`config.mk`:
```
export PLATFORM = sky130hd
export DESIGN_NAME = rvpoc_core
export DESIGN_NICKNAME = d
export VERILOG_FILES = /design/src/pkg/rvpoc_pkg.sv /design/src/core/rvpoc_core.sv /design/src/core/rvpoc_ref_qual.sv
export VERILOG_INCLUDE_DIRS = /design/src /design/src/pkg
export SDC_FILE = /design/constraint.sdc
export NUM_CORES = 1
export LEC_CHECK = 0
export ABC_CLOCK_PERIOD_IN_PS = 7200
export BUFFER_PORTS_ARGS = -buffer_cell sky130_fd_sc_hd__buf_4
export CORE_MARGIN = 3
export CORE_UTILIZATION = 55
export DETAILED_ROUTE_END_ITERATION = 8
export PLACE_DENSITY_LB_ADDON = 0.2
export SLEW_MARGIN = 30
export SYNTH_ARGS = -nofsm -noshare
export SYNTH_HDL_FRONTEND = slang
export SYNTH_SLANG_ARGS = --single-unit
```
`constraint.sdc`:
```
create_clock -name sys_clk_in -period 7.2 [get_ports sys_clk_in]
set_input_delay 0.36 -clock sys_clk_in [delete_from_list [all_inputs] [get_ports sys_clk_in]]
set_output_delay 0.36 -clock sys_clk_in [all_outputs]
set_load 0.005 [all_outputs]
```
`src/pkg/rvpoc_map.svh`:
```
// Register offsets, bit positions and widths of the reference validation block
`ifndef RVPOC_MAP_SVH
`define RVPOC_MAP_SVH

`define RVPOC_ADDR_W            16
`define RVPOC_DATA_W            8
`define RVPOC_OFFSET_W          32
`define RVPOC_STEP_W            16

`define RVPOC_REF_IRQ_CLR_ADDR  16'h0A08
`define RVPOC_RSV_IRQ_CLR_ADDR  16'h0A09
`define RVPOC_PHASE_CTL_ADDR    16'h0A0A
`define RVPOC_FORCE_TMO_ADDR    16'h0A0B
`define RVPOC_MON_OVR_ADDR      16'h0A0C
`define RVPOC_MON_BYP_ADDR      16'h0A0D

`define RVPOC_CLR_SECOND_VALID  6
`define RVPOC_CLR_SECOND_FCLR   5
`define RVPOC_CLR_SECOND_FAULT  4
`define RVPOC_CLR_FIRST_VALID   2
`define RVPOC_CLR_FIRST_FCLR    1
`define RVPOC_CLR_FIRST_FAULT   0
`define RVPOC_CLR_MASK          8'h77

`define RVPOC_PH_RESET_BIT      2
`define RVPOC_PH_DEC_BIT        1
`define RVPOC_PH_INC_BIT        0
`define RVPOC_PH_MASK           8'h07

`define RVPOC_REF_MASK          8'h03
`define RVPOC_NUM_REFS          2

`define RVPOC_RESET_BYTE        8'h00
`define RVPOC_RESET_OFFSET      32'h0000_0000

`endif

```
`src/pkg/rvpoc_pkg.sv`:
```
// Types of the reference validation and phase offset control block
`default_nettype none
`include "rvpoc_map.svh"

package rvpoc_pkg;

  typedef struct packed {
    logic [`RVPOC_DATA_W-1:0]   irq_clr;
    logic [2:0]                 ph_cmd;
    logic [1:0]                 force_tmo;
    logic [1:0]                 mon_ovr;
    logic [1:0]                 mon_byp;
    logic [`RVPOC_DATA_W-1:0]   rd_data;
    logic                       rd_valid;
    logic [`RVPOC_OFFSET_W-1:0] offset;
  } rvpoc_core_state_t;

  typedef struct packed {
    logic forced;
    logic byp_d;
    logic start;
    logic valid;
  } rvpoc_qual_state_t;

endpackage : rvpoc_pkg

`default_nettype wire

```
`src/core/rvpoc_core.sv`:
```
// Register bank for reference IRQ clearing, phase offset stepping and validation
// Summary of operation
// - A one written to bit 6, 5 or 4 at 0x0A08 clears the second reference's validated, fault-cleared or fault IRQ bit.
// - A one written to bit 2, 1 or 0 at 0x0A08 clears the first reference's validated, fault-cleared or fault IRQ bit.
// - Clearing bits drop back to zero by themselves and each clear withdraws that event's interrupt request.
// - A one at bit 2 of 0x0A0A zeroes the accumulated incremental phase offset and then self-clears.
// - A one at bit 1 of 0x0A0A, with bits 2 and 0 clear, subtracts the programmed step size from the phase offset and self-clears.
// - A one at bit 0 of 0x0A0A, with bits 2 and 1 clear, adds the programmed step size to the phase offset and self-clears.
// - A one at bit 1 of 0x0A0B makes the second reference's validation timer act expired, then self-clears.
// - A one at bit 0 of 0x0A0B makes the first reference's validation timer act expired, then self-clears.
// - While bit 1 of 0x0A0C is set the second reference is invalid whatever its monitor says; reset value zero.
// - While bit 0 of 0x0A0C is set the first reference is invalid whatever its monitor says; reset value zero.
// - Bit 1 of 0x0A0D ignores the second reference's monitor and starts its validation timer; reset value zero.
// - Bit 0 of 0x0A0D ignores the first reference's monitor and starts its validation timer; reset value zero.
// - Bypass set first and force-timeout written later presents that reference as valid to the digital loop unless its override bit at 0x0A0C is set.
`timescale 1ns/1ps
`default_nettype none
`include "rvpoc_map.svh"

module rvpoc_core (
  input  wire logic                        sys_clk_in,
  input  wire logic                        arst_n_in,
  input  wire logic                        reg_wr_in,
  input  wire logic                        reg_rd_in,
  input  wire logic [`RVPOC_ADDR_W-1:0]    reg_addr_in,
  input  wire logic [`RVPOC_DATA_W-1:0]    reg_wdata_in,
  input  wire logic [`RVPOC_STEP_W-1:0]    step_size_in,
  input  wire logic [1:0]                  mon_fault_in,
  input  wire logic [1:0]                  timer_expired_in,
  output logic      [`RVPOC_DATA_W-1:0]    reg_rdata_out,
  output logic                             reg_rvalid_out,
  output logic      [`RVPOC_DATA_W-1:0]    irq_clear_out,
  output logic      [1:0]                  force_timeout_out,
  output logic      [1:0]                  mon_override_out,
  output logic      [1:0]                  mon_bypass_out,
  output logic      [1:0]                  timer_start_out,
  output logic      [1:0]                  fault_masked_out,
  output logic      [1:0]                  ref_valid_out,
  output logic      [`RVPOC_OFFSET_W-1:0]  phase_offset_out
);

  rvpoc_pkg::rvpoc_core_state_t st_reg;
  rvpoc_pkg::rvpoc_core_state_t st_next;

  logic                       wr_irq;
  logic                       wr_ph;
  logic                       wr_frc;
  logic                       wr_ovr;
  logic                       wr_byp;
  logic [`RVPOC_OFFSET_W-1:0] step_ext;

  assign wr_irq   = reg_wr_in & (reg_addr_in == `RVPOC_REF_IRQ_CLR_ADDR);
  assign wr_ph    = reg_wr_in & (reg_addr_in == `RVPOC_PHASE_CTL_ADDR);
  assign wr_frc   = reg_wr_in & (reg_addr_in == `RVPOC_FORCE_TMO_ADDR);
  assign wr_ovr   = reg_wr_in & (reg_addr_in == `RVPOC_MON_OVR_ADDR);
  assign wr_byp   = reg_wr_in & (reg_addr_in == `RVPOC_MON_BYP_ADDR);
  // Step size is a signed two's complement quantity
  assign step_ext = {{(`RVPOC_OFFSET_W-`RVPOC_STEP_W){step_size_in[`RVPOC_STEP_W-1]}},
                     step_size_in};

  always_comb begin
    st_next = st_reg;

    st_next.irq_clr = wr_irq ? (reg_wdata_in & `RVPOC_CLR_MASK) : `RVPOC_RESET_BYTE;

    st_next.ph_cmd = wr_ph ? reg_wdata_in[2:0] : 3'h0;

    st_next.force_tmo = wr_frc ? reg_wdata_in[1:0] : 2'h0;

    if (wr_ovr) begin
      st_next.mon_ovr = reg_wdata_in[1:0];
    end
    if (wr_byp) begin
      st_next.mon_byp = reg_wdata_in[1:0];
    end

    if (st_reg.ph_cmd[`RVPOC_PH_RESET_BIT]) begin
      st_next.offset = `RVPOC_RESET_OFFSET;
    end else begin
      if (st_reg.ph_cmd[`RVPOC_PH_DEC_BIT] & ~st_reg.ph_cmd[`RVPOC_PH_INC_BIT]) begin
        st_next.offset = st_reg.offset - step_ext;
      end
      if (st_reg.ph_cmd[`RVPOC_PH_INC_BIT] & ~st_reg.ph_cmd[`RVPOC_PH_DEC_BIT]) begin
        st_next.offset = st_reg.offset + step_ext;
      end
    end

    st_next.rd_valid = reg_rd_in;
    st_next.rd_data  = `RVPOC_RESET_BYTE;
    if (reg_rd_in) begin
      case (reg_addr_in)
        `RVPOC_MON_OVR_ADDR: begin
          st_next.rd_data = {6'h00, st_reg.mon_ovr};
        end
        `RVPOC_MON_BYP_ADDR: begin
          st_next.rd_data = {6'h00, st_reg.mon_byp};
        end
        default: begin
          st_next.rd_data = `RVPOC_RESET_BYTE;
        end
      endcase
    end
  end

  always_ff @(posedge sys_clk_in or negedge arst_n_in) begin
    if (!arst_n_in) begin
      st_reg <= '0;
    end else begin
      st_reg <= st_next;
    end
  end

  genvar gi;
  generate
    for (gi = 0; gi < `RVPOC_NUM_REFS; gi = gi + 1) begin : g_ref
      rvpoc_ref_qual u_qual (
        .sys_clk_in       (sys_clk_in),
        .arst_n_in        (arst_n_in),
        .force_pulse_in   (st_reg.force_tmo[gi]),
        .override_in      (st_reg.mon_ovr[gi]),
        .bypass_in        (st_reg.mon_byp[gi]),
        .mon_fault_in     (mon_fault_in[gi]),
        .timer_expired_in (timer_expired_in[gi]),
        .timer_start_out  (timer_start_out[gi]),
        .fault_masked_out (fault_masked_out[gi]),
        .ref_valid_out    (ref_valid_out[gi])
      );
    end
  endgenerate

  assign reg_rdata_out     = st_reg.rd_data;
  assign reg_rvalid_out    = st_reg.rd_valid;
  assign irq_clear_out     = st_reg.irq_clr;
  assign force_timeout_out = st_reg.force_tmo;
  assign mon_override_out  = st_reg.mon_ovr;
  assign mon_bypass_out    = st_reg.mon_byp;
  assign phase_offset_out  = st_reg.offset;

endmodule // rvpoc_core

`default_nettype wire

```
`src/core/rvpoc_ref_qual.sv`:
```
// Per-reference validity qualifier driven by override, bypass and force-timeout
`timescale 1ns/1ps
`default_nettype none

module rvpoc_ref_qual (
  input  wire logic sys_clk_in,
  input  wire logic arst_n_in,
  input  wire logic force_pulse_in,
  input  wire logic override_in,
  input  wire logic bypass_in,
  input  wire logic mon_fault_in,
  input  wire logic timer_expired_in,
  output logic      timer_start_out,
  output logic      fault_masked_out,
  output logic      ref_valid_out
);

  rvpoc_pkg::rvpoc_qual_state_t st_reg;
  rvpoc_pkg::rvpoc_qual_state_t st_next;

  logic eff_fault;

  always_comb begin
    st_next   = st_reg;
    eff_fault = mon_fault_in & ~bypass_in;
    st_next.byp_d = bypass_in;
    st_next.start = bypass_in & ~st_reg.byp_d;
    if (force_pulse_in) begin
      st_next.forced = 1'b1;
    end else if (override_in | eff_fault | (st_reg.byp_d & ~bypass_in)) begin
      st_next.forced = 1'b0;
    end
    st_next.valid = ~override_in &
                    (st_next.forced | (~eff_fault & timer_expired_in));
  end

  always_ff @(posedge sys_clk_in or negedge arst_n_in) begin
    if (!arst_n_in) begin
      st_reg <= '0;
    end else begin
      st_reg <= st_next;
    end
  end

  assign timer_start_out  = st_reg.start;
  assign fault_masked_out = override_in | eff_fault;
  assign ref_valid_out    = st_reg.valid;

endmodule // rvpoc_ref_qual

`default_nettype wire

```
* Word level (Yosys, flattened, before mapping)
Index checks and enable logic that the tools add are counted.
** Cells by class
- Add/sub/neg operators :: 2
- Eq/ne operators :: 5
- Muxes and demuxes :: 12
- Bitwise gates (word level) :: 33
- Reductions and logical operators :: 1
** Operators with widths (number)
- two-way mux 32 bit :: 3
- equality test 16 x 12 -> 1 bit (second input constant) :: 5
- adder 32 bit :: 1
- subtractor 32 bit :: 1
- AND 1 bit :: 17
- NOT 1 bit :: 10
- two-way mux 7 bit :: 1
- bitwise OR 1 bit :: 6
- two-way mux 1 bit :: 4
- two-way mux 2 bit :: 2
- one-hot mux 2 bit (2 select lines) :: 1
- two-way mux 3 bit :: 1
- nonzero test 3 bit :: 1
** Word-level totals
- Bits in registers :: 65
- Output and inout bits :: 61
- Logic and storage cells :: 69

* Logic depth before layout (Yosys ltp)
Gate-level depths: netlist of run 1.
- Depth in word-level cells :: 8
- Gate-level depth with buffers :: 18

* Cells and area by module
From an unflattened synthesis of run 1, not the netlist that was laid out.
** Second synthesis, totals
- Cells, all modules :: 523
- Area total of the unflattened synthesis :: 4723.3 µm²
** By module, submodules not included
- rvpoc_core :: times used 1, cells an instance 497, area an instance 4377.9 µm², seq. area each 1251.2 µm²
- rvpoc_ref_qual :: times used 2, cells an instance 13, area an instance 172.7 µm², seq. area each 100.1 µm²

* Worst setup path before layout of run 1
No wires, ideal clock.
- Path kind :: input to register
- Start point :: in step_size_in[4]
- End point :: reg st_reg (netlist bit phase_offset_out[28])
- Library setup time :: 136 ps
- Data arrival time :: 3296 ps
- Required time :: 7064 ps
- Path slack :: 3768 ps
- Stages :: 15
- Path buffers :: 1
- Path through :: nor3_1 > and3_1 > and3b_1 > nand3_1 > a21bo_2 > ha_1 > clkbuf_1 > a21o_1 > a31oi_1 > o21bai_1 > a21o_1 > a21oi_1 > o21bai_1 > a22o_1 > or3b_2
** Between the ends
- Word-level cells in the longest chain between the ends :: 4
- Elaborated cells on any way between the ends :: 5
** Ends and longest elaborated chain
- start, declared :: line rvpoc_core.sv:27 : input wire logic [`RVPOC_STEP_W-1:0] step_size_in,
- subtractor 32 bit :: line rvpoc_core.sv:81 : st_next.offset = st_reg.offset - step_ext;
- two-way mux 32 bit :: line rvpoc_core.sv:80 : if (st_reg.ph_cmd[`RVPOC_PH_DEC_BIT] & ~st_reg.ph_cmd[`RVPOC_PH_INC_BIT]) begin
- two-way mux 32 bit (*) :: line rvpoc_core.sv:83 : if (st_reg.ph_cmd[`RVPOC_PH_INC_BIT] & ~st_reg.ph_cmd[`RVPOC_PH_DEC_BIT]) begin
- two-way mux 32 bit (*) :: line rvpoc_core.sv:77 : if (st_reg.ph_cmd[`RVPOC_PH_RESET_BIT]) begin
- end signal, assigned :: line rvpoc_core.sv:109 : st_reg <= st_next;
- end, declared :: line rvpoc_core.sv:42 : rvpoc_pkg::rvpoc_core_state_t st_reg;
Every way passes the cells marked *; elsewhere a longest branch is shown, timed or not. The select of a mux whose other input is x is not followed.
A chain may end at the register's enable or synchronous reset.

* Final worst setup path of run 1
- Start point :: reg st_reg[47] (netlist name)
- End point :: reg st_reg (netlist bit phase_offset_out[31])
** Between the ends
- Word-level cells in the longest chain between the ends :: 3
- Elaborated cells on any way between the ends :: 6
** Ends and longest elaborated chain (line)
- AND 1 bit / NOT 1 bit (equally long branches) :: rvpoc_core.sv:83, rvpoc_core.sv:80
- two-way mux 32 bit / AND 1 bit (equally long branches) :: rvpoc_core.sv:83, rvpoc_core.sv:80
- two-way mux 32 bit / nonzero test 3 bit (equally long branches)
Several ways; a longest one is shown, not always the timed one.

==> flow_results.xml, run 1 <==
<?xml version="1.0" encoding="UTF-8"?>
<metrics>
  <group name="logic_synthesis">
    <metric name="synth-adder-area-share" unit="%">10.2</metric>
    <metric name="yosys.cell_types.count" unit="">62</metric>
    <metric name="synth-seq-area-share" unit="%">29.0</metric>
    <metric name="synth_xor_xnor_area_share" unit="%">5.95</metric>
    <metric name="main_synth_ff_type" unit="">sky130_fd_sc_hd__dfrtp_1</metric>
    <metric name="synth_area" unit="sq um">5000</metric>
    <metric name="synth_seq_cells" unit="">58</metric>
    <metric name="syn-instance-count" unit="">609</metric>
    <metric name="yosys.area_share.simple" unit="%">20.4</metric>
    <metric name="synth.mux.area_fraction" unit="%">1.30</metric>
    <metric name="async_flop_share" unit="%">100</metric>
    <metric name="synth_edf_count" unit="">0</metric>
    <metric name="synth_top_family_by_area" unit="">compound AO/OA/AOI/OAI gates</metric>
    <metric name="synth_area_per_cell" unit="sq um">8.22</metric>
    <metric name="share_of_the_synthesized_area_in_compound_gates_ao_oa_aoi_oai" unit="%">21.0</metric>
    <metric name="ys_warn_count" unit="">0</metric>
  </group>
  <group name="detailed_routing">
    <metric name="remaining_drc_errors" unit="">0</metric>
    <metric name="wl_per_cell" unit="um">15.9</metric>
    <metric name="wirelength" unit="um">12100</metric>
    <metric name="drt_pass1_iterations" unit="">4</metric>
    <metric name="detail_route.vias_per_cell" unit="">5.79</metric>
    <metric name="drt.antenna.violating_nets" unit="">0</metric>
    <metric name="detail_route.iter0.violations" unit="">208</metric>
    <metric name="vias" unit="">4400</metric>
  </group>
  <group name="global_route">
    <metric name="grt_start_max_net_pins" unit="">59</metric>
    <metric name="global_route.usage.total" unit="%">24.1</metric>
    <metric name="grt_pass1_vias" unit="">4199</metric>
    <metric name="globalRoute.totalOverflow" unit="">0</metric>
    <metric name="antenna_found_initial" unit="">0</metric>
    <metric name="grt_pass1_wl" unit="um">19700</metric>
  </group>
  <group name="clock_tree">
    <metric name="post_cts.repair.setup_buffers" unit="">0</metric>
    <metric name="htree_levels" unit="">3</metric>
    <metric name="worst_skew_pair.late_latency" unit="ns">0.35</metric>
    <metric name="clock_sinks" unit="">58</metric>
    <metric name="cts-root-buf" unit="">sky130_fd_sc_hd__clkbuf_8</metric>
    <metric name="postcts_resize_cnt" unit="">0</metric>
    <metric name="clk_pin_slew_worst_paths" unit="ns">0.08</metric>
    <metric name="clock_tree.buffer_depth" unit="">2</metric>
    <metric name="cts_hold_repair.buffers" unit="">0</metric>
    <metric name="tritoncts" unit="">done</metric>
    <metric name="clock_buffers_created_by_tritoncts" unit="">9</metric>
  </group>
  <group name="sta">
    <metric name="hold_violations" unit="">0</metric>
    <metric name="finalCriticalPeriod" unit="ns">4.34</metric>
    <metric name="report.final.slew_viol_count" unit="">0</metric>
    <metric name="slew-limit-headroom" unit="%">40.5</metric>
    <metric name="worst_slew_pin_slew" unit="ns">0.891</metric>
    <metric name="post-route-worst-setup-slack" unit="ns">2.86</metric>
    <metric name="clock.fmax" unit="GHz">0.230</metric>
    <metric name="grt_setup_unrepaired" unit="">no</metric>
    <metric name="setup_viol" unit="">0</metric>
    <metric name="final.period_utilization" unit="%">60.3</metric>
    <metric name="worst_clock_skew" unit="ns">0.0110</metric>
    <metric name="whs" unit="ns">0.0672</metric>
    <metric name="fin_tns_setup" unit="ns">0</metric>
  </group>
  <group name="floorplanning">
    <metric name="floorplan.io_pins" unit="">109</metric>
    <metric name="die_span_y" unit="um">101</metric>
    <metric name="area_of_the_die" unit="sq um">10300</metric>
    <metric name="initial_utilization" unit="%">57.1</metric>
    <metric name="placement_rows" unit="">34</metric>
    <metric name="die_width" unit="um">101</metric>
    <metric name="core" unit="sq um">8760</metric>
  </group>
  <group name="finish">
    <metric name="largest_register_ffs" unit="">32</metric>
    <metric name="cell_count_final_fillers_out" unit="">760</metric>
    <metric name="insertedDiodeCount" unit="">0</metric>
    <metric name="finalNetCount" unit="">735</metric>
    <metric name="share_of_post_route_cells_with_drive_strength_above_1" unit="%">21.2</metric>
    <metric name="area_delta_synth_final" unit="%">12.6</metric>
    <metric name="finalInstanceArea" unit="sq um">5630</metric>
  </group>
  <group name="critical_path">
    <metric name="cpLargestDelayFamily" unit="">simple AND/OR/NAND/NOR gates</metric>
    <metric name="critical_path.slowest_cell" unit="">sky130_fd_sc_hd__nor2b_1</metric>
    <metric name="critical_path.max_fanout" unit="">12</metric>
    <metric name="crit_required" unit="ns">7.42</metric>
    <metric name="timing.setup.critical_path_class" unit="">reg -&gt; reg</metric>
    <metric name="critical_path.cell_chain" unit="">nor2b_1, nor2_1, nand2_1, nand2_1, ha_1, nand2_1, nor3b_1, nand2_1, a311oi_1, nor2_1, nand3_1, o211a_1, mux2_2</metric>
    <metric name="critical_path.startpoint_type" unit="">flip-flop</metric>
    <metric name="critical_path_arrival" unit="ns">4.57</metric>
    <metric name="setup.reg_to_reg.worst_slack" unit="ns">2.86</metric>
    <metric name="critical-path-max-stage-delay" unit="ns">0.75</metric>
    <metric name="timing.critical_path.mode_cell" unit="">sky130_fd_sc_hd__nand2_1</metric>
    <metric name="crit_buf_inv" unit="">0</metric>
    <metric name="worstSetupEndpointType" unit="">flip-flop</metric>
  </group>
  <group name="power_and_ir_drop">
    <metric name="static-leakage-power" unit="nW">2.67</metric>
    <metric name="power_frac_clock" unit="%">41.7</metric>
    <metric name="power_switching_share" unit="%">28.6</metric>
    <metric name="power.share.combinational" unit="%">18.8</metric>
    <metric name="power_switching" unit="mW">0.238</metric>
    <metric name="peakVddDrop" unit="uV">82.7</metric>
    <metric name="internal-power" unit="mW">0.594</metric>
    <metric name="p_seq_share" unit="%">39.5</metric>
    <metric name="powerDensity" unit="nW/um^2">148</metric>
  </group>
  <group name="placed_design">
    <metric name="dp_hpwl" unit="um">9170</metric>
    <metric name="detailed_place.area" unit="sq um">5410</metric>
    <metric name="routability_congestion" unit="">0.872</metric>
    <metric name="cell_count_post_placement" unit="">744</metric>
    <metric name="worst_slack_after_detailed_placement" unit="ns">2.92</metric>
    <metric name="io_buffers" unit="">98</metric>
  </group>
  <group name="outcome">
    <metric name="run_status" unit="">finished, final reports clean</metric>
  </group>
  <group name="min_path">
    <metric name="worst_hold_path_type" unit="">in -&gt; async</metric>
  </group>
  <group name="run">
    <metric name="cap_viol_max_count" unit="">0</metric>
  </group>
</metrics>
==> cell usage in the layout (no fill, tap or decap), types with 3 or more instances in the layout <==
| cell | instances |
|---|---|
| sky130_fd_sc_hd__buf_4 | 101 |
| sky130_fd_sc_hd__nand2_1 | 86 |
| sky130_fd_sc_hd__dfrtp_1 | 58 |
| sky130_fd_sc_hd__a21oi_1 | 57 |
| sky130_fd_sc_hd__ha_1 | 39 |
| sky130_fd_sc_hd__nor2_1 | 37 |
| sky130_fd_sc_hd__inv_1 | 21 |
| sky130_fd_sc_hd__nand3_1 | 20 |
| sky130_fd_sc_hd__xor2_1 | 20 |
| sky130_fd_sc_hd__o21ai_0 | 19 |
| sky130_fd_sc_hd__a21o_1 | 15 |
| sky130_fd_sc_hd__and2_1 | 13 |
| sky130_fd_sc_hd__xnor2_1 | 12 |
| sky130_fd_sc_hd__nor3_1 | 9 |
| sky130_fd_sc_hd__and3_1 | 9 |
| sky130_fd_sc_hd__clkbuf_8 | 9 |
| sky130_fd_sc_hd__nor2b_1 | 8 |
| sky130_fd_sc_hd__o211ai_1 | 8 |
| sky130_fd_sc_hd__conb_1 | 8 |
| sky130_fd_sc_hd__a21bo_2 | 7 |
| sky130_fd_sc_hd__a31oi_1 | 7 |
| sky130_fd_sc_hd__a211oi_1 | 6 |
| sky130_fd_sc_hd__nor4_1 | 4 |
| sky130_fd_sc_hd__nor3b_1 | 4 |
| sky130_fd_sc_hd__o22ai_1 | 4 |
| sky130_fd_sc_hd__mux2_2 | 4 |
| sky130_fd_sc_hd__o21bai_1 | 4 |
| sky130_fd_sc_hd__nand2b_1 | 3 |
| sky130_fd_sc_hd__nor4b_1 | 3 |
| sky130_fd_sc_hd__a31o_2 | 3 |
| sky130_fd_sc_hd__a22o_1 | 3 |
| sky130_fd_sc_hd__o2111ai_1 | 3 |
| sky130_fd_sc_hd__or4_1 | 3 |
| sky130_fd_sc_hd__clkinv_4 | 3 |
==> layer usage <==
| metal | vias to the layer above | global-route usage (%) | share of wire [%] |
|---|---|---|---|
| met4 | 0 | 6.75 | 0.86 |
| li1 | 2157 | - | - |
| met5 | - | 0 | 0 |
| met2 | 136 | 40.8 | 48 |
| met3 | 12 | 5.72 | 6.9 |
| met1 | 2095 | 30.6 | 44 |
==> power groups by stage <==
stage / Clock [mW] / Sequential (mW) / Combinational, mW
6_report: 0.347 / 0.328 / 0.157
5_1_grt: 0.366 / 0.328 / 0.175
4_1_cts: 0.355 / 0.328 / 0.156
3_5_place_dp: 0 / 0.334 / 0.154
3_3_place_gp: 0 / 0.334 / 0.151
2_1_floorplan: 0 / 0.334 / 0.106
==> through the flow <==
stage,utilization [%],power [mW]
CTS,64.3,0.838
floorplan,-,0.440
global route,64.3,0.869
detailed placement,61.7,0.489
global placement,61.7,0.485
finish,64.3,0.831
==> cells by family (layout without fill, tap and decap cells) <==
family | Yosys count | in the layout
xor+xnor | 34 | 34
buf+inv | 102 | 138
mux | 6 | 6
other cells | 1 | 8
simple gates | 212 | 212
fa+ha+maj | 40 | 40
compound gates | 156 | 156
flops | 58 | 58
==> cell type report <==
type,count,area (sq um)
fillers,768,3130
multi-input cells,456,2980
flip-flops and latches,58,1450
repair buffers,101,758
well taps,108,135
clock buffers,9,124
clock inverters,7,103
inverters,21,78.8
==> worst paths after layout <==
kind                                                startpoint                                        end  depth (start not counted)
min                                                  arst_n_in            phase_offset_out[9]$_DFFE_PN0P_                          1
max in group asynchronous                            arst_n_in           phase_offset_out[26]$_DFFE_PN0P_                          1
max                                       st_reg[47]$_DFF_PN0_           phase_offset_out[31]$_DFFE_PN0P_                         13
max reg2reg                               st_reg[47]$_DFF_PN0_           phase_offset_out[31]$_DFFE_PN0P_                         13
min reg2reg                g_ref[0].u_qual.st_reg[2]$_DFF_PN0_  g_ref[0].u_qual.timer_start_out$_DFF_PN0_                          1
min in group sys_clk_in                              reg_rd_in                   reg_rvalid_out$_DFF_PN0_                          1
==> cell usage after synthesis (4+ instances only) <==
library cell	instances	area, sq um
sky130_fd_sc_hd__mux2_2	4	45.0
sky130_fd_sc_hd__a21oi_1	57	285
sky130_fd_sc_hd__nor2_1	37	139
sky130_fd_sc_hd__nor4_1	4	25.0
sky130_fd_sc_hd__a21bo_2	7	70.1
sky130_fd_sc_hd__a211oi_1	6	45.0
sky130_fd_sc_hd__ha_1	39	488
sky130_fd_sc_hd__xnor2_1	13	114
sky130_fd_sc_hd__inv_1	21	78.8
sky130_fd_sc_hd__a21o_1	15	113
sky130_fd_sc_hd__and2_1	13	81.3
sky130_fd_sc_hd__o211ai_1	8	60.1
sky130_fd_sc_hd__clkbuf_1	19	71.3
sky130_fd_sc_hd__o21bai_1	4	30.0
sky130_fd_sc_hd__nor2b_1	8	50.1
sky130_fd_sc_hd__nand3_1	20	100
sky130_fd_sc_hd__o22ai_1	4	25.0
sky130_fd_sc_hd__o21ai_0	19	95.1
sky130_fd_sc_hd__nor3_1	9	45.0
sky130_fd_sc_hd__and3_1	9	56.3
sky130_fd_sc_hd__buf_4	60	450
sky130_fd_sc_hd__xor2_1	21	184
sky130_fd_sc_hd__dfrtp_1	58	1450
sky130_fd_sc_hd__a31oi_1	7	43.8
sky130_fd_sc_hd__nor3b_1	4	30.0
sky130_fd_sc_hd__nand2_1	86	323
Power figures use the tool's default switching activity.
==> run 2: changes to the inputs <==
--- a/config.mk
+++ b/config.mk
@@ -6,7 +6,7 @@
 export SDC_FILE = /design/constraint.sdc
 export NUM_CORES = 1
 export LEC_CHECK = 0
-export ABC_CLOCK_PERIOD_IN_PS = 7200
+export ABC_CLOCK_PERIOD_IN_PS = 4000
 export BUFFER_PORTS_ARGS = -buffer_cell sky130_fd_sc_hd__buf_4
 export CORE_MARGIN = 3
 export CORE_UTILIZATION = 55
==> constraint.sdc (replaced) <==
create_clock -name sys_clk_in -period 4 [get_ports sys_clk_in]
set_input_delay 0.2 -clock sys_clk_in [delete_from_list [all_inputs] [get_ports sys_clk_in]]
set_output_delay 0.2 -clock sys_clk_in [all_outputs]
set_load 0.005 [all_outputs]
==> run 2 against run 1 <==
Against the previous run:
- hold slack improved by 0.0042 ns
- sequential cell count unchanged
- utilization increased by 1.8 points
- die area unchanged
- critical path depth decreased by 1
- sequential share of layout area decreased by 0.68 points
- combinational power increased by 84%
- sequential power increased by 80%
==> flow_results.xml, run 2 (synthesized netlist as in run 1, its figures left out) <==
<?xml version="1.0" encoding="UTF-8"?>
<metrics>
  <group name="outcome">
    <metric name="run_status" unit="">finished, final reports clean</metric>
  </group>
  <group name="clock_tree">
    <metric name="clk_pin_slew_worst_paths" unit="ns">0.07</metric>
    <metric name="worst_skew_pair.late_latency" unit="ns">0.34</metric>
    <metric name="clock_sinks" unit="">58</metric>
    <metric name="clock_tree.buffer_depth" unit="">2</metric>
    <metric name="tritoncts" unit="">done</metric>
    <metric name="htree_levels" unit="">3</metric>
    <metric name="cts-root-buf" unit="">sky130_fd_sc_hd__clkbuf_8</metric>
    <metric name="clock_buffers_created_by_tritoncts" unit="">9</metric>
    <metric name="post_cts.repair.setup_buffers" unit="">0</metric>
  </group>
  <group name="sta">
    <metric name="clock.fmax" unit="GHz">0.268</metric>
    <metric name="finalCriticalPeriod" unit="ns">3.73</metric>
    <metric name="grt_setup_unrepaired" unit="">no</metric>
    <metric name="setup_viol" unit="">0</metric>
    <metric name="worst_clock_skew" unit="ns">0.0150</metric>
    <metric name="report.final.slew_viol_count" unit="">0</metric>
    <metric name="fin_tns_setup" unit="ns">0</metric>
    <metric name="whs" unit="ns">0.0714</metric>
    <metric name="slew-limit-headroom" unit="%">50.3</metric>
    <metric name="final.period_utilization" unit="%">93.2</metric>
    <metric name="hold_violations" unit="">0</metric>
    <metric name="worst_slew_pin_slew" unit="ns">0.742</metric>
  </group>
  <group name="floorplanning">
    <metric name="placement_rows" unit="">34</metric>
    <metric name="die_span_y" unit="um">101</metric>
    <metric name="core" unit="sq um">8760</metric>
    <metric name="floorplan.io_pins" unit="">109</metric>
    <metric name="die_width" unit="um">101</metric>
    <metric name="area_of_the_die" unit="sq um">10300</metric>
    <metric name="initial_utilization" unit="%">57.1</metric>
  </group>
  <group name="placed_design">
    <metric name="detailed_place.area" unit="sq um">5520</metric>
    <metric name="io_buffers" unit="">98</metric>
    <metric name="routability_congestion" unit="">0.912</metric>
    <metric name="dp_hpwl" unit="um">9350</metric>
  </group>
  <group name="run">
    <metric name="cap_viol_max_count" unit="">0</metric>
  </group>
  <group name="finish">
    <metric name="area_delta_synth_final" unit="%">15.7</metric>
    <metric name="finalInstanceArea" unit="sq um">5790</metric>
    <metric name="finalNetCount" unit="">752</metric>
    <metric name="insertedDiodeCount" unit="">0</metric>
    <metric name="share_of_post_route_cells_with_drive_strength_above_1" unit="%">22.9</metric>
    <metric name="largest_register_ffs" unit="">32</metric>
    <metric name="final_cell_mix" unit="">116 x sky130_fd_sc_hd__buf_4, 86 x sky130_fd_sc_hd__nand2_1, 58 x sky130_fd_sc_hd__dfrtp_1, 57 x sky130_fd_sc_hd__a21oi_1, 39 x sky130_fd_sc_hd__ha_1</metric>
    <metric name="layout.cells.most_common" unit="">sky130_fd_sc_hd__buf_4</metric>
    <metric name="finalCoreUtilization" unit="%">66.0</metric>
  </group>
  <group name="critical_path">
    <metric name="critical_path.startpoint_type" unit="">flip-flop</metric>
    <metric name="worstSetupEndpointType" unit="">flip-flop</metric>
    <metric name="timing.rr.end" unit="">phase_offset_out[28]$_DFFE_PN0P_</metric>
    <metric name="setup.worst_path.start" unit="">st_reg[48]$_DFF_PN0_</metric>
    <metric name="setup.reg_to_reg.worst_slack" unit="ns">0.27</metric>
    <metric name="critical_path_arrival" unit="ns">3.94</metric>
    <metric name="reg2regPathDepth" unit="">12</metric>
    <metric name="crit_required" unit="ns">4.21</metric>
    <metric name="timing.setup.critical_path_class" unit="">reg -&gt; reg</metric>
    <metric name="critical_path.reg2reg.startpoint" unit="">st_reg[48]$_DFF_PN0_</metric>
    <metric name="critical_path.max_fanout" unit="">5</metric>
  </group>
  <group name="detailed_routing">
    <metric name="wirelength" unit="um">12400</metric>
    <metric name="vias" unit="">4491</metric>
    <metric name="drt.antenna.violating_nets" unit="">0</metric>
    <metric name="detail_route.iter0.violations" unit="">180</metric>
    <metric name="remaining_drc_errors" unit="">0</metric>
    <metric name="detail_route.vias_per_cell" unit="">5.78</metric>
    <metric name="wl_per_cell" unit="um">15.9</metric>
    <metric name="drt_pass1_iterations" unit="">5</metric>
  </group>
  <group name="power_and_ir_drop">
    <metric name="static-leakage-power" unit="nW">2.77</metric>
    <metric name="powerDensity" unit="nW/um^2">271</metric>
    <metric name="power.share.combinational" unit="%">18.4</metric>
    <metric name="internal-power" unit="mW">1.14</metric>
    <metric name="power_switching_share" unit="%">27.6</metric>
    <metric name="power_switching" unit="mW">0.433</metric>
    <metric name="peakVddDrop" unit="uV">272</metric>
    <metric name="power_frac_clock" unit="%">44.1</metric>
    <metric name="p_seq_share" unit="%">37.6</metric>
  </group>
  <group name="global_route">
    <metric name="grt_pass1_vias" unit="">4247</metric>
    <metric name="grt_pass1_wl" unit="um">20100</metric>
    <metric name="grt_start_max_net_pins" unit="">59</metric>
    <metric name="global_route.usage.total" unit="%">24.5</metric>
    <metric name="antenna_found_initial" unit="">0</metric>
    <metric name="globalRoute.totalOverflow" unit="">0</metric>
  </group>
  <group name="min_path">
    <metric name="worst_hold_depth" unit="">2</metric>
    <metric name="timing.hold.worst_endpoint" unit="">irq_clear_out[4]$_DFF_PN0_</metric>
    <metric name="hold_path_startpoint" unit="">reg_wdata_in[4]</metric>
    <metric name="worst_hold_path_type" unit="">in -&gt; reg</metric>
  </group>
</metrics>
==> run 2: final cells by class <==
cell class / instances / area (sq um)
Clock buffer: 9 / 124
Tap cell: 108 / 135
Sequential cell: 58 / 1450
Clock inverter: 7 / 124
Inverter: 21 / 78.8
Timing Repair Buffer: 118 / 891
Fill cell: 713 / 2980
Multi-Input combinational cell: 456 / 2980
==> run 2: repair_timing <==
item	CTS	global route
gates resized for setup	0	1
setup endpoints to repair	0	1
hold buffers	2	0
endpoints found under the hold margin	59	0
==> run 2: worst max-delay path by stage <==
stage	slack (ns)	endpoint	depth (start not counted)
after global placement	0.24	phase_offset_out[28]$_DFFE_PN0P_	12
after detailed placement	0.19	phase_offset_out[28]$_DFFE_PN0P_	12
after CTS	0.18	phase_offset_out[28]$_DFFE_PN0P_	12
final	0.27	phase_offset_out[28]$_DFFE_PN0P_	12
after floorplan	0.73	phase_offset_out[28]$_DFFE_PN0P_	15
after global routing	0.10	phase_offset_out[28]$_DFFE_PN0P_	12
==> run 2: metrics by stage <==
stage	std cells	setup slack, ns	power (mW)
4_1_cts	777	0.182	1.58
3_3_place_gp	759	0.239	0.880
3_5_place_dp	759	0.189	0.885
5_1_grt	777	0.103	1.64
2_1_floorplan	616	0.728	0.793
6_report	777	0.270	1.57
==> run 2: critical path: stages, from the launching register on <==
cell and delay, ns:
sky130_fd_sc_hd__dfrtp_1 0.46, sky130_fd_sc_hd__nand2b_1 0.27, sky130_fd_sc_hd__o21ai_1 0.23, sky130_fd_sc_hd__inv_1 0.09
sky130_fd_sc_hd__fa_1 0.42, sky130_fd_sc_hd__and2b_1 0.24, sky130_fd_sc_hd__o211ai_1 0.11, sky130_fd_sc_hd__a31o_2 0.31
sky130_fd_sc_hd__o31a_1 0.36, sky130_fd_sc_hd__o21ai_0 0.26, sky130_fd_sc_hd__a41o_1 0.30, sky130_fd_sc_hd__a2111oi_0 0.11
sky130_fd_sc_hd__or3b_2 0.45
==> run 2: power groups by stage <==
stage                     Sequential (mW)  Combinational, mW  Clock, mW
after detailed placement            0.602              0.283          0
after global routing                0.590              0.321      0.732
after global placement              0.602              0.278          0
after floorplan                     0.602              0.191          0
final                               0.590              0.289      0.692
after CTS                           0.590              0.286      0.702
==> run 2: layer usage <==
metal  wire length, um  vias up  track usage (%)
met1              5340     2102             31.2
met3               953       12             5.51
li1                  -     2200                -
met5                 0        -                0
met2              5930      177             41.8
met4               138        0             6.85
==> run 3: changes to the inputs <==
--- a/config.mk
+++ b/config.mk
@@ -6,6 +6,7 @@
 export SDC_FILE = /design/constraint.sdc
 export NUM_CORES = 1
 export LEC_CHECK = 0
+export ABC_AREA = 1
 export ABC_CLOCK_PERIOD_IN_PS = 4000
 export BUFFER_PORTS_ARGS = -buffer_cell sky130_fd_sc_hd__buf_4
 export CORE_MARGIN = 3
==> run 3 against run 2 <==
Against the previous run:
- clock-buffer cell count unchanged
- synthesized cell count increased by 47%
- design area increased by 8.2%
- sequential cell count unchanged
- total power decreased by 1.6%
- area after synthesis increased by 12%
- clock skew decreased by 0.00069 ns
- highest routed layer unchanged
==> flow_results.xml, run 3 <==
<?xml version="1.0" encoding="UTF-8"?>
<metrics>
  <group name="finish">
    <metric name="finalCoreUtilization" unit="%">63.8</metric>
    <metric name="fillerInstances" unit="">976</metric>
    <metric name="insertedDiodeCount" unit="">0</metric>
    <metric name="finalNetCount" unit="">1032</metric>
    <metric name="area_delta_synth_final" unit="%">12.2</metric>
    <metric name="largest_register_ffs" unit="">32</metric>
    <metric name="final_cell_mix" unit="">309 x sky130_fd_sc_hd__nand2_1, 161 x sky130_fd_sc_hd__inv_1, 98 x sky130_fd_sc_hd__buf_4, 80 x sky130_fd_sc_hd__nor2_1, 58 x sky130_fd_sc_hd__dfrtp_1</metric>
    <metric name="layout.cells.most_common" unit="">sky130_fd_sc_hd__nand2_1</metric>
    <metric name="share_of_post_route_cells_with_drive_strength_above_1" unit="%">14.8</metric>
  </group>
  <group name="sta">
    <metric name="post-route-worst-setup-slack" unit="ns">0.914</metric>
    <metric name="worst_clock_skew" unit="ns">0.0143</metric>
    <metric name="slew-limit-headroom" unit="%">49.6</metric>
    <metric name="finalCriticalPeriod" unit="ns">3.09</metric>
    <metric name="setup_viol" unit="">0</metric>
    <metric name="fin_tns_setup" unit="ns">0</metric>
    <metric name="report.final.slew_viol_count" unit="">0</metric>
    <metric name="whs" unit="ns">0.0543</metric>
    <metric name="final.period_utilization" unit="%">77.1</metric>
    <metric name="clock.fmax" unit="GHz">0.324</metric>
    <metric name="hold_violations" unit="">0</metric>
    <metric name="worst_slew_pin_slew" unit="ns">0.756</metric>
    <metric name="grt_setup_unrepaired" unit="">no</metric>
  </group>
  <group name="detailed_routing">
    <metric name="drt_pass1_iterations" unit="">6</metric>
    <metric name="met1_length" unit="um">6370</metric>
    <metric name="detail_route.vias_per_cell" unit="">4.80</metric>
    <metric name="top_layer" unit="">met4</metric>
    <metric name="wirelength" unit="um">13600</metric>
    <metric name="detail_route.iter0.violations" unit="">265</metric>
    <metric name="remaining_drc_errors" unit="">0</metric>
    <metric name="routed-wl-met2" unit="um">6090</metric>
    <metric name="vias" unit="">5193</metric>
    <metric name="detailroute.wirelength.met3" unit="um">982</metric>
    <metric name="drt.antenna.violating_nets" unit="">0</metric>
    <metric name="wl_per_cell" unit="um">12.6</metric>
  </group>
  <group name="logic_synthesis">
    <metric name="yosys.cell_types.count" unit="">36</metric>
    <metric name="synth-adder-area-share" unit="%">9.10</metric>
    <metric name="yosys.area.top_type" unit="">sky130_fd_sc_hd__dfrtp_1</metric>
    <metric name="synth_xor_xnor_area_share" unit="%">2.04</metric>
    <metric name="synthTopCellsByArea" unit="">sky130_fd_sc_hd__dfrtp_1 26%, sky130_fd_sc_hd__nand2_1 21%, sky130_fd_sc_hd__inv_1 11%</metric>
    <metric name="synth_edf_count" unit="">0</metric>
    <metric name="syn-instance-count" unit="">893</metric>
    <metric name="yosys.area_share.simple" unit="%">35.4</metric>
    <metric name="synth-seq-area-share" unit="%">26.0</metric>
    <metric name="synth_area_per_cell" unit="sq um">6.25</metric>
    <metric name="ys_warn_count" unit="">0</metric>
    <metric name="top_post_synthesis_cells_by_count" unit="">309 x sky130_fd_sc_hd__nand2_1, 162 x sky130_fd_sc_hd__inv_1, 80 x sky130_fd_sc_hd__nor2_1</metric>
    <metric name="main_synth_ff_type" unit="">sky130_fd_sc_hd__dfrtp_1</metric>
    <metric name="synth_top_family_by_area" unit="">simple AND/OR/NAND/NOR gates</metric>
    <metric name="yosysTopAreaCellShare" unit="%">26.0</metric>
    <metric name="synth_area" unit="sq um">5580</metric>
    <metric name="synth_seq_cells" unit="">58</metric>
    <metric name="async_flop_share" unit="%">100</metric>
    <metric name="post-synth-top-count-cell" unit="">sky130_fd_sc_hd__nand2_1</metric>
    <metric name="share_of_the_synthesized_area_in_compound_gates_ao_oa_aoi_oai" unit="%">7.53</metric>
    <metric name="synth.mux.area_fraction" unit="%">0</metric>
  </group>
  <group name="clock_tree">
    <metric name="clock_sinks" unit="">58</metric>
    <metric name="tritoncts" unit="">done</metric>
    <metric name="postcts_resize_cnt" unit="">0</metric>
    <metric name="post_cts.repair.setup_buffers" unit="">0</metric>
    <metric name="clock_tree.buffer_depth" unit="">2</metric>
    <metric name="htree_levels" unit="">3</metric>
    <metric name="clk_pin_slew_worst_paths" unit="ns">0.08</metric>
    <metric name="clock_buffers_created_by_tritoncts" unit="">9</metric>
    <metric name="cts-root-buf" unit="">sky130_fd_sc_hd__clkbuf_8</metric>
    <metric name="cts_hold_repair.buffers" unit="">2</metric>
    <metric name="worst_skew_pair.late_latency" unit="ns">0.36</metric>
  </group>
  <group name="power_and_ir_drop">
    <metric name="p_total" unit="mW">1.55</metric>
    <metric name="peakVddDrop" unit="uV">186</metric>
    <metric name="static-leakage-power" unit="nW">3.70</metric>
    <metric name="powerDensity" unit="nW/um^2">247</metric>
  </group>
  <group name="global_route">
    <metric name="grt_pass1_wl" unit="um">22300</metric>
    <metric name="grt_start_max_net_pins" unit="">59</metric>
    <metric name="global_route.usage.total" unit="%">24.5</metric>
    <metric name="globalRoute.totalOverflow" unit="">0</metric>
    <metric name="antenna_found_initial" unit="">0</metric>
    <metric name="grt_pass1_vias" unit="">4755</metric>
  </group>
  <group name="critical_path">
    <metric name="critical_path.max_fanout" unit="">14</metric>
    <metric name="critical_path.startpoint_type" unit="">flip-flop</metric>
    <metric name="worstSetupEndpointType" unit="">flip-flop</metric>
    <metric name="timing.setup.critical_path_class" unit="">reg -&gt; reg</metric>
    <metric name="setup.worst_path.start" unit="">st_reg[47]$_DFF_PN0_</metric>
    <metric name="crit_required" unit="ns">4.25</metric>
    <metric name="critical_path.reg2reg.startpoint" unit="">st_reg[47]$_DFF_PN0_</metric>
    <metric name="critical_path_arrival" unit="ns">3.33</metric>
  </group>
  <group name="floorplanning">
    <metric name="placement_rows" unit="">36</metric>
    <metric name="core" unit="sq um">9820</metric>
    <metric name="floorplan.io_pins" unit="">109</metric>
    <metric name="initial_utilization" unit="%">56.8</metric>
    <metric name="die_span_y" unit="um">107</metric>
    <metric name="area_of_the_die" unit="sq um">11400</metric>
    <metric name="die_width" unit="um">107</metric>
  </group>
  <group name="placed_design">
    <metric name="routability_congestion" unit="">0.930</metric>
    <metric name="io_buffers" unit="">98</metric>
    <metric name="dp_hpwl" unit="um">10600</metric>
    <metric name="worst_slack_after_detailed_placement" unit="ns">0.904</metric>
  </group>
  <group name="min_path">
    <metric name="hold_path_startpoint" unit="">reg_wdata_in[6]</metric>
    <metric name="worst_hold_path_type" unit="">in -&gt; reg</metric>
  </group>
  <group name="outcome">
    <metric name="run_status" unit="">finished, final reports clean</metric>
  </group>
  <group name="run">
    <metric name="cap_viol_max_count" unit="">0</metric>
  </group>
</metrics>
==> run 3: changes by cell type after synthesis, moves of 8 or more <==
cell | previous run | this run
sky130_fd_sc_hd__nand3_1 | 20 | 43
sky130_fd_sc_hd__o211ai_1 | 8 | 0
sky130_fd_sc_hd__nor2b_1 | 8 | 0
sky130_fd_sc_hd__nor2_1 | 37 | 80
sky130_fd_sc_hd__xnor2_1 | 13 | 5
sky130_fd_sc_hd__and3_1 | 9 | 0
sky130_fd_sc_hd__a21oi_1 | 57 | 36
sky130_fd_sc_hd__clkbuf_1 | 19 | 1
sky130_fd_sc_hd__a21o_1 | 15 | 1
sky130_fd_sc_hd__and2_1 | 13 | 1
sky130_fd_sc_hd__inv_1 | 21 | 162
sky130_fd_sc_hd__xor2_1 | 21 | 8
sky130_fd_sc_hd__nand2_1 | 86 | 309
==> run 3: metrics by stage <==
step	instance area, sq um	instances
2_1_floorplan	5610	900
3_3_place_gp	6020	1064
3_5_place_dp	6020	1064
4_1_cts	6260	1082
5_1_grt	6260	1082
6_report	6260	1082
==> run 3: critical path: stages, from the launching register on <==
cell                       delay [ns]
sky130_fd_sc_hd__dfrtp_1         0.36
sky130_fd_sc_hd__inv_1           0.10
sky130_fd_sc_hd__nor2_4          0.08
sky130_fd_sc_hd__inv_2           0.25
sky130_fd_sc_hd__nand2_1         0.09
sky130_fd_sc_hd__nand2_1         0.32
sky130_fd_sc_hd__o21bai_2        0.33
sky130_fd_sc_hd__inv_1           0.09
sky130_fd_sc_hd__ha_1            0.37
sky130_fd_sc_hd__nand2_1         0.12
sky130_fd_sc_hd__nor2_1          0.28
sky130_fd_sc_hd__nand2_1         0.12
sky130_fd_sc_hd__nor2_1          0.10
sky130_fd_sc_hd__nand2_1         0.09
sky130_fd_sc_hd__nand3_1         0.08
sky130_fd_sc_hd__nand2_1         0.05
sky130_fd_sc_hd__nand3_1         0.10
sky130_fd_sc_hd__nand2_1         0.06
==> run 3: logic make-up (layout without fill, tap and decap cells) <==
kind of cell	Yosys count	after routing
AND/OR/NAND/NOR	472	472
adder cells (fa/ha/maj)	40	40
XOR/XNOR	13	13
flip-flops	58	58
buffers and inverters	232	281
other	1	8
AO/OA/AOI/OAI	77	77
==> run 3: path summary, 6_finish.rpt <==
kind | to | cells after the start | slack (ns)
worst max register to register | phase_offset_out[26]$_DFFE_PN0P_ | 17 | 0.91
worst max-delay path | phase_offset_out[26]$_DFFE_PN0P_ | 17 | 0.91
min in group asynchronous | phase_offset_out[8]$_DFFE_PN0P_ | 2 | 0.42
worst min register to register | g_ref[0].u_qual.timer_start_out$_DFF_PN0_ | 1 | 0.43
worst min-delay path | irq_clear_out[6]$_DFF_PN0_ | 3 | 0.05
max in group asynchronous | phase_offset_out[2]$_DFFE_PN0P_ | 2 | 3.03
==> run 3: report_power, final <==
part	internal [mW]	switching (mW)
Combinational	0.119	0.196
Clock	0.356	0.287
Sequential	0.588	0.000712
Total	1.06	0.484
==> run 3: metal layers <==
layer | up-vias | GRT usage, %
li1 | 2761 | -
met1 | 2249 | 33.2
met2 | 167 | 39.6
met3 | 16 | 5.36
met4 | 0 | 6.58
met5 | - | 0
==> run 3: final cells by class <==
| type | count | area (sq um) | share of cell area (%) |
|---|---|---|---|
| clock buffers | 9 | 124 | 1.98 |
| clock inverters | 7 | 98.8 | 1.58 |
| inverters | 165 | 619 | 9.89 |
| multi-input cells | 610 | 3050 | 48.7 |
| flip-flops and latches | 58 | 1450 | 23.2 |
| well taps | 133 | 166 | 2.66 |
| repair buffers | 100 | 756 | 12.1 |
